## config.mk

```make
export PLATFORM = sky130hd
export DESIGN_NAME = srfu_core
export DESIGN_NICKNAME = d
export VERILOG_FILES = /design/src/rtl/srfu_shifter.v /design/src/rtl/srfu_core.v
export VERILOG_INCLUDE_DIRS = /design/src /design/src/rtl
export SDC_FILE = /design/constraint.sdc
export NUM_CORES = 1
export LEC_CHECK = 0
export ABC_CLOCK_PERIOD_IN_PS = 2270
export BUFFER_PORTS_ARGS = -buffer_cell sky130_fd_sc_hd__buf_2
export CAP_MARGIN = 20
export CORE_MARGIN = 2
export CORE_UTILIZATION = 55
export CTS_CLUSTER_DIAMETER = 50
export DETAILED_ROUTE_END_ITERATION = 10
export GPL_ROUTABILITY_DRIVEN = 0
export GPL_TIMING_DRIVEN = 0
export HOLD_SLACK_MARGIN = 0.03
export PLACE_DENSITY = 0.84
export SLEW_MARGIN = 10
export SYNTH_ARGS = -nofsm -noshare
export SYNTH_HDL_FRONTEND = slang
export SYNTH_HIERARCHICAL = 1
export SYNTH_SLANG_ARGS = --single-unit
```

## constraint.sdc

```tcl
create_clock -name clk_in -period 2.27 [get_ports clk_in]
set_input_delay 0.3405 -clock clk_in [delete_from_list [all_inputs] [get_ports clk_in]]
set_output_delay 0.3405 -clock clk_in [all_outputs]
set_load 0.01 [all_outputs]
```

## src/rtl/srfu_defines.vh

```
`ifndef SRFU_DEFINES_VH
`define SRFU_DEFINES_VH

// ----------------------------------------------------------------
// operation codes presented on op_code_in
// ----------------------------------------------------------------
`define SRFU_OP_W          5
`define SRFU_OP_NOP        5'h00
`define SRFU_OP_LSHL       5'h01
`define SRFU_OP_LSHR       5'h02
`define SRFU_OP_ROTL       5'h03
`define SRFU_OP_ROTR       5'h04
`define SRFU_OP_ASHR       5'h05
`define SRFU_OP_SWAP       5'h06
`define SRFU_OP_FSET       5'h07
`define SRFU_OP_FCLR       5'h08
`define SRFU_OP_BSTORE     5'h09
`define SRFU_OP_BLOAD      5'h0a
`define SRFU_OP_SET_C      5'h0b
`define SRFU_OP_CLR_C      5'h0c
`define SRFU_OP_SET_N      5'h0d
`define SRFU_OP_CLR_N      5'h0e
`define SRFU_OP_SET_Z      5'h0f
`define SRFU_OP_CLR_Z      5'h10
`define SRFU_OP_SET_I      5'h11
`define SRFU_OP_CLR_I      5'h12
`define SRFU_OP_SET_S      5'h13
`define SRFU_OP_CLR_S      5'h14
`define SRFU_OP_SET_V      5'h15
`define SRFU_OP_CLR_V      5'h16
`define SRFU_OP_SET_T      5'h17
`define SRFU_OP_CLR_T      5'h18
`define SRFU_OP_CLR_H      5'h19
`define SRFU_OP_SLEEP      5'h1a
`define SRFU_OP_WDOG       5'h1b
`define SRFU_OP_BREAK      5'h1c

// ----------------------------------------------------------------
// status flag bit positions
// ----------------------------------------------------------------
`define SRFU_FLAG_C        3'h0
`define SRFU_FLAG_Z        3'h1
`define SRFU_FLAG_N        3'h2
`define SRFU_FLAG_V        3'h3
`define SRFU_FLAG_S        3'h4
`define SRFU_FLAG_H        3'h5
`define SRFU_FLAG_T        3'h6
`define SRFU_FLAG_I        3'h7
`define SRFU_MSB           3'h7
`define SRFU_LSB           3'h0

// ----------------------------------------------------------------
// register port map and reset values
// ----------------------------------------------------------------
`define SRFU_ADDR_W        2
`define SRFU_ADDR_STATUS   2'h0
`define SRFU_ADDR_RESULT   2'h1
`define SRFU_ADDR_CTRL     2'h2
`define SRFU_ADDR_OPCOUNT  2'h3
`define SRFU_CTRL_BRK_EN   0
`define SRFU_STATUS_RST    8'h00
`define SRFU_CTRL_RST      8'h01
`define SRFU_ZERO8         8'h00
`define SRFU_ONE8          8'h01

`endif

```

## src/rtl/srfu_shifter.v

```verilog
`timescale 1ns/1ps
`include "srfu_defines.vh"

// ----------------------------------------------------------------
// one-cycle shift and rotate datapath with flag results
// ----------------------------------------------------------------
module srfu_shifter (
  input  wire [`SRFU_OP_W-1:0] op_in,
  input  wire [7:0]            operand_in,
  input  wire                  carry_in,
  output reg  [7:0]            result_out,
  output reg                   carry_out,
  output wire                  zero_out,
  output wire                  neg_out,
  output wire                  ovf_out
);

  always @* begin
    result_out = operand_in;
    carry_out  = carry_in;
    case (op_in)
      `SRFU_OP_LSHL: begin
        result_out = {operand_in[6:0], 1'b0};
        carry_out  = operand_in[`SRFU_MSB];
      end
      `SRFU_OP_LSHR: begin
        result_out = {1'b0, operand_in[7:1]};
        carry_out  = operand_in[`SRFU_LSB];
      end
      `SRFU_OP_ROTL: begin
        result_out = {operand_in[6:0], carry_in};
        carry_out  = operand_in[`SRFU_MSB];
      end
      `SRFU_OP_ROTR: begin
        result_out = {carry_in, operand_in[7:1]};
        carry_out  = operand_in[`SRFU_LSB];
      end
      `SRFU_OP_ASHR: begin
        result_out = {operand_in[7], operand_in[7:1]};
        carry_out  = operand_in[`SRFU_LSB];
      end
      default: begin
        result_out = operand_in;
        carry_out  = carry_in;
      end
    endcase
  end

  assign zero_out = (result_out == `SRFU_ZERO8);
  assign neg_out  = result_out[`SRFU_MSB];
  // overflow after a one-place shift is n xor c, which is the sign change for the left shifts only
  assign ovf_out  = neg_out ^ carry_out;

endmodule // srfu_shifter

```

## src/rtl/srfu_core.v

```verilog
// Overview of operation
// - left shift: bits up, zero in, flags
// - right shift: bits down, zero top, flags
// - rotate left: carry in bit0, bit7 out
// - rotate right: carry in bit7, bit0 out
// - arithmetic right shift keeps the sign bit
// - nibble swap, flags untouched
// - selected register bit copied to transfer flag
// - transfer flag written into selected register bit
// - overflow flag set and clear
// - signed test flag set and clear only
// - transfer flag set and clear
// - half carry clear, nothing else touched
// - sleep: one clock, requests low-power function
// - watchdog restart: one clock, pulses restart
// - break: debug only, flags untouched
//
// The register offsets and the strobed register port were chosen for this implementation.
`timescale 1ns/1ps
`include "srfu_defines.vh"

module srfu_core #(
  parameter CNT_W = 16
) (
  input  wire                    clk_in,
  input  wire                    reset_in,
  input  wire                    ce_in,
  input  wire                    op_valid_in,
  input  wire [`SRFU_OP_W-1:0]   op_code_in,
  input  wire [7:0]              operand_in,
  input  wire [2:0]              bit_sel_in,
  input  wire [`SRFU_ADDR_W-1:0] reg_addr_in,
  input  wire [7:0]              reg_wdata_in,
  input  wire                    reg_wr_in,
  input  wire                    reg_rd_in,
  output reg  [7:0]              reg_rdata_out,
  output reg  [7:0]              result_out,
  output reg                     result_wr_out,
  output reg  [7:0]              status_flags_out,
  output reg                     pc_advance_out,
  output reg                     sleep_req_out,
  output reg                     watchdog_restart_out,
  output reg                     break_req_out
);

  // ----------------------------------------------------------------
  // helper functions
  // ----------------------------------------------------------------

  // replace one bit of a byte; used for register bit load and flag ops
  function [7:0] put_bit;
    input [7:0] value;
    input [2:0] idx;
    input       bit_val;
    reg   [7:0] mask;
    begin
      mask    = `SRFU_ONE8 << idx;
      put_bit = bit_val ? (value | mask) : (value & ~mask);
    end
  endfunction

  // dedicated single-flag ops: {hit, flag index, new value}
  function [4:0] flag_op_decode;
    input [`SRFU_OP_W-1:0] op;
    begin
      case (op)
        `SRFU_OP_SET_C: flag_op_decode = {1'b1, `SRFU_FLAG_C, 1'b1};
        `SRFU_OP_CLR_C: flag_op_decode = {1'b1, `SRFU_FLAG_C, 1'b0};
        `SRFU_OP_SET_N: flag_op_decode = {1'b1, `SRFU_FLAG_N, 1'b1};
        `SRFU_OP_CLR_N: flag_op_decode = {1'b1, `SRFU_FLAG_N, 1'b0};
        `SRFU_OP_SET_Z: flag_op_decode = {1'b1, `SRFU_FLAG_Z, 1'b1};
        `SRFU_OP_CLR_Z: flag_op_decode = {1'b1, `SRFU_FLAG_Z, 1'b0};
        `SRFU_OP_SET_I: flag_op_decode = {1'b1, `SRFU_FLAG_I, 1'b1};
        `SRFU_OP_CLR_I: flag_op_decode = {1'b1, `SRFU_FLAG_I, 1'b0};
        `SRFU_OP_SET_S: flag_op_decode = {1'b1, `SRFU_FLAG_S, 1'b1};
        `SRFU_OP_CLR_S: flag_op_decode = {1'b1, `SRFU_FLAG_S, 1'b0};
        `SRFU_OP_SET_V: flag_op_decode = {1'b1, `SRFU_FLAG_V, 1'b1};
        `SRFU_OP_CLR_V: flag_op_decode = {1'b1, `SRFU_FLAG_V, 1'b0};
        `SRFU_OP_SET_T: flag_op_decode = {1'b1, `SRFU_FLAG_T, 1'b1};
        `SRFU_OP_CLR_T: flag_op_decode = {1'b1, `SRFU_FLAG_T, 1'b0};
        `SRFU_OP_CLR_H: flag_op_decode = {1'b1, `SRFU_FLAG_H, 1'b0};
        // codes with no single-flag action land here, unknown codes too
        default:        flag_op_decode = {1'b0, `SRFU_FLAG_C, 1'b0};
      endcase
    end
  endfunction

  // ----------------------------------------------------------------
  // state
  // ----------------------------------------------------------------
  reg  [7:0]       status_flags_reg_ff;
  reg  [7:0]       nxt_status_flags_reg;
  reg  [7:0]       ctrl_ff;
  reg  [CNT_W-1:0] op_count_ff;
  reg  [7:0]       nxt_result;
  reg              nxt_result_wr;
  reg              nxt_pc_advance;
  reg              nxt_sleep_req;
  reg              nxt_watchdog_restart;
  reg              nxt_break_req;
  reg  [7:0]       nxt_rdata;

  wire [7:0]       shift_result;
  wire             shift_carry;
  wire             shift_zero;
  wire             shift_neg;
  wire             shift_ovf;
  wire [4:0]       flag_op;
  wire             op_go;
  wire             brk_enabled;

  // ce_in is applied at the flops, so op_go may rise while the core is
  // frozen; nothing it selects is stored until ce_in returns
  assign op_go       = op_valid_in;
  assign flag_op     = flag_op_decode(op_code_in);
  assign brk_enabled = ctrl_ff[`SRFU_CTRL_BRK_EN];

  // ----------------------------------------------------------------
  // register port decode
  // ----------------------------------------------------------------
  // words: status flags (rw), last result (ro), control (rw, bit 0 lets
  // a break halt the core) and the low byte of the executed-op count
  // (ro); writes to the read-only words are dropped without notice
  wire             wr_status;
  wire             wr_ctrl;
  wire             status_wr_ok;

  assign wr_status    = reg_wr_in && (reg_addr_in == `SRFU_ADDR_STATUS);
  assign wr_ctrl      = reg_wr_in && (reg_addr_in == `SRFU_ADDR_CTRL);
  // any valid op owns the flags in its cycle, even one that leaves them
  // alone; software must not write the flags beside an op
  assign status_wr_ok = wr_status && !op_go;

  // ----------------------------------------------------------------
  // shift and rotate datapath
  // ----------------------------------------------------------------
  srfu_shifter u_shifter (
    .op_in      (op_code_in),
    .operand_in (operand_in),
    .carry_in   (status_flags_reg_ff[`SRFU_FLAG_C]),
    .result_out (shift_result),
    .carry_out  (shift_carry),
    .zero_out   (shift_zero),
    .neg_out    (shift_neg),
    .ovf_out    (shift_ovf)
  );

  // ----------------------------------------------------------------
  // operation execution
  // ----------------------------------------------------------------
  // an executing operation wins over a software write to the status
  // register in the same cycle, so no flag result is ever lost
  always @* begin
    nxt_status_flags_reg = status_flags_reg_ff;
    nxt_result           = result_out;
    nxt_result_wr        = 1'b0;
    nxt_pc_advance       = 1'b0;
    nxt_sleep_req        = 1'b0;
    nxt_watchdog_restart = 1'b0;
    nxt_break_req        = 1'b0;
    if (status_wr_ok) begin
      nxt_status_flags_reg = reg_wdata_in;
    end
    if (op_go) begin
      nxt_pc_advance = 1'b1;
      case (op_code_in)
        `SRFU_OP_LSHL, `SRFU_OP_LSHR, `SRFU_OP_ROTL,
        `SRFU_OP_ROTR, `SRFU_OP_ASHR: begin
          nxt_result    = shift_result;
          nxt_result_wr = 1'b1;
          nxt_status_flags_reg = status_flags_reg_ff;
          // s, h, t and i are not defined by a shift and keep their value
          nxt_status_flags_reg[`SRFU_FLAG_C] = shift_carry;
          nxt_status_flags_reg[`SRFU_FLAG_Z] = shift_zero;
          nxt_status_flags_reg[`SRFU_FLAG_N] = shift_neg;
          nxt_status_flags_reg[`SRFU_FLAG_V] = shift_ovf;
        end
        `SRFU_OP_SWAP: begin
          nxt_result    = {operand_in[3:0], operand_in[7:4]};
          nxt_result_wr = 1'b1;
          nxt_status_flags_reg = status_flags_reg_ff;
        end
        `SRFU_OP_BSTORE: begin
          // only t moves; the other flags are rebuilt from their old value
          nxt_status_flags_reg = put_bit(status_flags_reg_ff, `SRFU_FLAG_T,
                                         operand_in[bit_sel_in]);
        end
        `SRFU_OP_BLOAD: begin
          nxt_result    = put_bit(operand_in, bit_sel_in,
                                  status_flags_reg_ff[`SRFU_FLAG_T]);
          nxt_result_wr = 1'b1;
          nxt_status_flags_reg = status_flags_reg_ff;
        end
        `SRFU_OP_FSET: begin
          nxt_status_flags_reg = put_bit(status_flags_reg_ff, bit_sel_in, 1'b1);
        end
        `SRFU_OP_FCLR: begin
          nxt_status_flags_reg = put_bit(status_flags_reg_ff, bit_sel_in, 1'b0);
        end
        `SRFU_OP_SLEEP: begin
          nxt_sleep_req        = 1'b1;
          nxt_status_flags_reg = status_flags_reg_ff;
        end
        `SRFU_OP_WDOG: begin
          nxt_watchdog_restart = 1'b1;
          nxt_status_flags_reg = status_flags_reg_ff;
        end
        `SRFU_OP_BREAK: begin
          // the debugger owns the program counter after a break; with the
          // debug link disabled the break behaves as a plain no-op
          nxt_break_req        = brk_enabled;
          nxt_pc_advance       = ~brk_enabled;
          nxt_status_flags_reg = status_flags_reg_ff;
        end
        `SRFU_OP_NOP: begin
          nxt_status_flags_reg = status_flags_reg_ff;
        end
        default: begin
          if (flag_op[4]) begin
            nxt_status_flags_reg = put_bit(status_flags_reg_ff, flag_op[3:1], flag_op[0]);
          end else begin
            // unknown codes only advance the program counter
            nxt_status_flags_reg = status_flags_reg_ff;
          end
        end
      endcase
    end
  end

  // ----------------------------------------------------------------
  // register port read mux
  // ----------------------------------------------------------------
  // the mux settles every cycle; only the read strobe latches it
  always @* begin
    if (reg_addr_in == `SRFU_ADDR_STATUS) begin
      nxt_rdata = status_flags_reg_ff;
    end else if (reg_addr_in == `SRFU_ADDR_RESULT) begin
      nxt_rdata = result_out;
    end else if (reg_addr_in == `SRFU_ADDR_CTRL) begin
      nxt_rdata = ctrl_ff;
    end else begin
      nxt_rdata = op_count_ff[7:0];
    end
  end

  // ----------------------------------------------------------------
  // state flip-flops
  // ----------------------------------------------------------------
  // reset ignores ce_in so the core always starts clean; while ce_in is
  // low every flop holds, and an op offered then is lost, not queued
  always @(posedge clk_in) begin
    if (reset_in) begin
      status_flags_reg_ff <= `SRFU_STATUS_RST;
      ctrl_ff             <= `SRFU_CTRL_RST;
      op_count_ff         <= {CNT_W{1'b0}};
    end else if (ce_in) begin
      status_flags_reg_ff <= nxt_status_flags_reg;
      if (wr_ctrl) begin
        ctrl_ff <= reg_wdata_in;
      end
      // counter wraps; it only helps software watch progress
      if (op_go) begin
        op_count_ff <= op_count_ff + {{(CNT_W-1){1'b0}}, 1'b1};
      end
    end
  end

  // ----------------------------------------------------------------
  // output flip-flops
  // ----------------------------------------------------------------
  // a pulse that is high when ce_in drops stays high until ce_in returns
  always @(posedge clk_in) begin
    if (reset_in) begin
      result_out           <= `SRFU_ZERO8;
      result_wr_out        <= 1'b0;
      pc_advance_out       <= 1'b0;
      sleep_req_out        <= 1'b0;
      watchdog_restart_out <= 1'b0;
      break_req_out        <= 1'b0;
      reg_rdata_out        <= `SRFU_ZERO8;
    end else if (ce_in) begin
      result_out           <= nxt_result;
      result_wr_out        <= nxt_result_wr;
      pc_advance_out       <= nxt_pc_advance;
      sleep_req_out        <= nxt_sleep_req;
      watchdog_restart_out <= nxt_watchdog_restart;
      break_req_out        <= nxt_break_req;
      // read data stands only in the cycle after the strobe
      reg_rdata_out <= reg_rd_in ? nxt_rdata : `SRFU_ZERO8;
    end
  end

  // ----------------------------------------------------------------
  // status output
  // ----------------------------------------------------------------
  // the flags leave straight from their flops with no logic in between
  always @* begin
    status_flags_out = status_flags_reg_ff;
  end

endmodule // srfu_core

```

==> results of run 1 <==
## routing by layer
metal  up-vias  wire length, um  GRT usage, %
met3        41             1120          6.74
met4         0              341          13.6
met2       267             4820          48.9
met1      1733             4200          39.6
li1       1701                -             -
met5         -                0             0
## cell type report
type | count | area [um^2]
multi-input combinational | 322 | 2360
inverter | 15 | 56.3
clock buffer | 6 | 72.6
fill | 486 | 1970
sequential | 45 | 901
timing repair buffer | 63 | 340
buffer | 29 | 155
clock inverter | 2 | 15.0
tap | 75 | 93.8
## per-stage QoR
step                util (%)  hold WS (ns)  instances
finish                  67.0         0.290        557
global placement        63.7         0.442        544
floorplan                  -         0.433        412
global route            67.0         0.294        557
detailed placement      63.7         0.447        544
CTS                     65.5         0.291        553
## how the worst min path moves through the flow
| stage | from | to | slack [ns] | cells past startpoint |
|---|---|---|---|---|
| 2_1_floorplan | ctrl_ff[1] | ctrl_ff[1] | 0.43 | 2 |
| 3_3_place_gp | ctrl_ff[6] | ctrl_ff[6] | 0.44 | 2 |
| 3_5_place_dp | ctrl_ff[2] | ctrl_ff[2] | 0.45 | 2 |
| 4_1_cts | reg_wdata_in[1] | ctrl_ff[1] | 0.29 | 3 |
| 5_1_grt | reg_wdata_in[1] | ctrl_ff[1] | 0.29 | 3 |
| 6_report | reg_wdata_in[4] | ctrl_ff[4] | 0.29 | 3 |
## tightest hold or removal path: cells and delay by family
kind                   cells  cell delay, ns
buffers and inverters      1            0.11
and+or+nand+nor            1            0.06
AOI/OAI and AO/OA          1            0.05
## placed cells by master (no fill, tap or decap), types with 14 or more instances in the layout
master    Yosys  layout
inv_1        14      14
buf_2         9      63
mux2i_1      14      14
a21oi_1      27      27
nor2_1       46      46
clkbuf_1     16      15
nand2_1      38      38
dfxtp_1      45      45
## power groups by stage
stage | combinational (uW) | clock, uW | sequential, uW
finish | 493 | 509 | 839
global route | 530 | 535 | 840
CTS | 462 | 505 | 837
detailed placement | 455 | 0 | 855
global placement | 442 | 0 | 854
floorplan | 306 | 0 | 854
## logic make-up (layout without fill, tap and decap cells)
family / after synthesis / in the layout / synth area share (%)
multiplexers: 30 / 30 / 12.1
buffers and inverters: 45 / 115 / 6.27
adder cells (fa/ha/maj): 7 / 7 / 2.57
flip-flops: 45 / 45 / 26.4
AO/OA/AOI/OAI: 127 / 127 / 27.9
XOR/XNOR: 7 / 7 / 1.80
AND/OR/NAND/NOR: 151 / 151 / 22.9
## timing repair
action	CTS	global route
endpoints found under the setup margin	7	12
gates resized for setup	4	14
pin swaps	0	9
buffers inserted	1	5
==> metrics.csv, run 1 <==
metric,value,unit
status,finished with violations,
failed_checks,negative setup slack,
vias,3742,
power.leakage,0.00159,uW
crit_path_max_fanout,11,
dp_hpwl,7.72,mm
floorplan.initialDensity,57.3,%
rrSetupSlack,0.14,ns
chipWidth,82.8,um
vias_per_cell,6.72,
crit_chain,"clkbuf_4, inv_1, ha_1, and2b_1, o21a_1, o21ai_0, nor4_1, a211oi_1, a311oi_1",
critPathTopFamily,compound AO/OA/AOI/OAI gates,
place_ws,-0.487,ns
power_density,461,nW/um^2
synth_nets,451,
wire_per_inst,18.8,um
ioPinCount,61,
fp.dieH,82.8,um
max_slew.worst_pin.slew,0.690,ns
setup_violations,1,
core,5960,um^2
clock_path_buffers,2,
setup_ws,-0.0439,ns
syn_area,3410,um^2
diodes,0,
layout_min_cycle_time,2.31,ns
cp-start-kind,input pin,
vdd_drop_max,0.340,mV
power_frac_comb,26.8,%
track_usage,30.6,%
first_pass_iters,7,
slew_headroom,54.0,%
io_buffers,57,
clkTransAtPathRegs,0.09,ns
syn_area_per_cell,8.28,um^2
setup_tns,-0.0439,ns
clkLatencyLatePin,0.31,ns
ys_seq_area_share,26.4,%
grt_antenna_before_repair,0,
worstPathRequired,2.46,ns
synth_area_leader_cell,dfxtp_1,
clock_skew,0.0146,ns
yosys.cell_types.count,73,
numCtsBuffers,5,
worst_hold_path_type,in -> reg,
wirelength,10.5,mm
worstPathArrival,2.50,ns
slew_viol_final,0,
cts_tree,built,
clock-root-buffer,clkbuf_8,
die_area,6850,um^2
p_sw,611,uW
ys_warn_count,6,
reg2reg_depth,6,
switching_share,33.2,%
cap_violations,0,
seq_power_share,45.6,%
grt_overflow,0,
synthCells,412,
h-tree-depth,2,
rows,28,
intPower,1230,uW
clkPwrFrac,27.7,%
drt_iter0_markers,437,
hold_violations,0,
ys_seq_elements,45,
async_flop_share,0,%
area_growth,16.9,%
yosysTopAreaCellShare,26.4,%
yosys-top-cells-area,"dfxtp_1, mux4_2, nor2_1",
period_share,102,%
timing.fmax,0.432,GHz
post-synth-top-count-cell,nor2_1,
ant_nets,0,
grt_pass1_wl,15.8,mm
fin_area,3990,um^2
drive_gt1_share,24.9,%
critPathKind,in -> reg,
synth_common_cells,"nor2_1, dfxtp_1, nand2_1, a21oi_1, clkbuf_1",
grt_start_max_net_pins,15,
drcViolationCount,0,
ys.flop_type,dfxtp_1,
startpoint,op_code_in[0],
crit_cells,9,
clock-sinks,45,
grt_pass1_vias,3252,
cp_slowest_stage_delay,0.54,ns
slowest_stage,o21ai_0,
nNetsFinal,520,
endpoint_kind,flop,
power,1840,uW
synth_edf_count,0,
cts_hold_buf,0,
cp.buffers_inverters,2,
dpl_cell_area,3790,um^2
Note: power is estimated with default switching activity, not from simulation.
==> run 2, diff against run 1 <==
--- a/config.mk
+++ b/config.mk
@@ -18,7 +18,7 @@
 export HOLD_SLACK_MARGIN = 0.03
 export PLACE_DENSITY = 0.84
+export SETUP_SLACK_MARGIN = 0.5
 export SLEW_MARGIN = 10
 export SYNTH_ARGS = -nofsm -noshare
 export SYNTH_HDL_FRONTEND = slang
-export SYNTH_HIERARCHICAL = 1
 export SYNTH_SLANG_ARGS = --single-unit
==> constraint.sdc (replaced) <==
create_clock -name clk_in -period 2.27 [get_ports clk_in]
set_input_delay 0.3405 -clock clk_in [delete_from_list [all_inputs] [get_ports clk_in]]
set_output_delay 0.3405 -clock clk_in [all_outputs]
set_load 0.05 [all_outputs]
==> run 2 against run 1 <==
- the flow now finishes without violations
- worst hold slack worse by 0.020 ns
- core utilization grew 12 points
- die area shrank 0.25%
- maximum frequency rose by 8.0%
- sequential share of layout area fell by 3.4 points
- clock power grew 4%
- clock skew is 0.0088 ns lower
- power increased by 15%
- count of clock-buffer cells in the layout is 1 lower
- global-route usage rose by 6.6 points
- largest cell class unchanged
==> metrics.csv, run 2 <==
metric,value,unit
reg2reg_depth,6,
ys_warn_count,0,
async_flop_share,0,%
synth_area_leader_cell,dfxtp_1,
synth_nets,445,
crit_path_max_fanout,10,
clkTransAtPathRegs,0.09,ns
power.leakage,0.00185,uW
yosys.cell_types.count,69,
cts_tree,built,
ant_nets,0,
cap_violations,0,
wire_per_inst,23.8,um
critPathKind,in -> reg,
die_area,6830,um^2
hold_violations,0,
first_pass_iters,8,
ys_seq_area_share,26.5,%
dp_hpwl,7.83,mm
nNetsFinal,546,
grt_start_max_net_pins,16,
layout_min_cycle_time,2.14,ns
synth_edf_count,0,
setup_tns,0,ns
syn_area,3400,um^2
rows,28,
status,"finished, final reports clean",
synth_common_cells,"dfxtp_1, nand2_1, nor2_1, a21oi_1, clkbuf_1",
slew_viol_final,0,
min_to,ctrl_ff[0],
endpoint_kind,flop,
grt_overflow,0,
clock_path_buffers,2,
ys_seq_elements,45,
min-delay-start,reg_wdata_in[0],
cts_hold_buf,0,
worst_hold_path_type,in -> reg,
track_usage,37.2,%
post-synth-top-count-cell,dfxtp_1,
yosys-top-cells-area,"dfxtp_1, mux4_2, a21oi_1",
rsz0062_at_grt,true,
cp.buffers_inverters,3,
period_share,94.4,%
cp_slowest_stage_delay,0.36,ns
power_density,452,nW/um^2
slowest_stage,a32oi_4,
clock_skew,0.00580,ns
grt_pass1_vias,3794,
drive_gt1_share,38.2,%
grt_pass1_wl,19.2,mm
io_buffers,54,
vias,4246,
hold_path_depth,3,
final_common_cell,buf_2,
ioPinCount,61,
drt_iter0_markers,863,
synthCells,406,
slew_headroom,50.3,%
fp.dieH,82.7,um
clock-root-buffer,clkbuf_8,
floorplan.initialDensity,57.1,%
worstPathRequired,2.50,ns
max_slew.worst_pin.slew,0.745,ns
power,2120,uW
final_cell_mix,"buf_2, dfxtp_1, nand2_1",
clkLatencyLatePin,0.31,ns
path_common_cell,buf_6,
ys.flop_type,dfxtp_1,
h-tree-depth,2,
chipWidth,82.7,um
grt_antenna_before_repair,0,
drcViolationCount,0,
syn_area_per_cell,8.38,um^2
setup_violations,0,
crit_chain,"buf_2, buf_6, buf_6, mux2i_4, a32oi_4, nand2_1, o311a_1, a211o_1, a21oi_1",
rrSetupSlack,0.27,ns
timing.fmax,0.467,GHz
diodes,0,
worstPathArrival,2.38,ns
yosysTopAreaCellShare,26.5,%
vdd_drop_max,0.334,mV
critPathTopFamily,compound AO/OA/AOI/OAI gates,
fin_util,78.7,%
numCtsBuffers,5,
vias_per_cell,7.28,
core,5960,um^2
cp-start-kind,input pin,
wirelength,13.8,mm
clock-sinks,45,
area_growth,37.7,%
## run 2: routing by layer
metal	global-route usage [%]	share of wire (%)	vias to the layer above
met5	0	0	-
met4	17.5	7.4	0
met3	9.24	13	150
met2	59.8	43	442
met1	46.6	36	1908
li1	-	-	1746
## run 2: how the worst max path moves through the flow
stage | from | endpoint | slack (ns) | cells after the start
after floorplan | op_code_in[1] | flop | 0.12 | 9
after global placement | op_code_in[0] | flop | -0.32 | 9
after detailed placement | op_code_in[0] | flop | -0.39 | 9
after CTS | op_code_in[2] | flop | 0.30 | 9
after global routing | op_code_in[4] | flop | 0.11 | 11
final | op_code_in[3] | flop | 0.13 | 9
## run 2: stage by stage
step	hold slack [ns]	cells	area, um^2	worst slack (ns)
after floorplan	0.433	406	3510	0.119
after global placement	0.441	535	3870	-0.316
after detailed placement	0.447	535	3870	-0.385
after CTS	0.270	568	4410	0.303
after global routing	0.278	583	4690	0.113
final	0.270	583	4690	0.127
## run 2: where the power goes
part	total, uW	internal (uW)	switching [uW]
Combinational	749	302	447
Sequential	839	811	28.3
Clock	528	219	309
## run 2: final cells by class
cell class	instances	area, um^2
flip-flops and latches	45	901
clock buffers	5	68.8
inverters	10	60.1
well taps	75	93.8
multi-input cells	318	2640
clock inverters	3	21.3
fillers	373	1270
plain buffers	33	221
repair buffers	94	684
## run 2: cells by family after synthesis
kind of cell	count (synthesis)	synth area share, %
xor+xnor	6	1.54
simple gates	141	21.8
mux	24	10.7
compound gates	140	31.0
flops	45	26.5
buf+inv	43	5.88
fa+ha+maj	7	2.57
## run 2: what timing repair did
item	4_1_cts	5_1_grt
setup endpoints to repair	17	23
cloned	0	2
pin swaps	29	15
resized for setup	49	31
setup buffers	25	13
## run 2: worst min-delay path, stage by stage
cell and delay [ns]:
buf_2 0.10, nand2_1 0.04, nand3_1 0.06
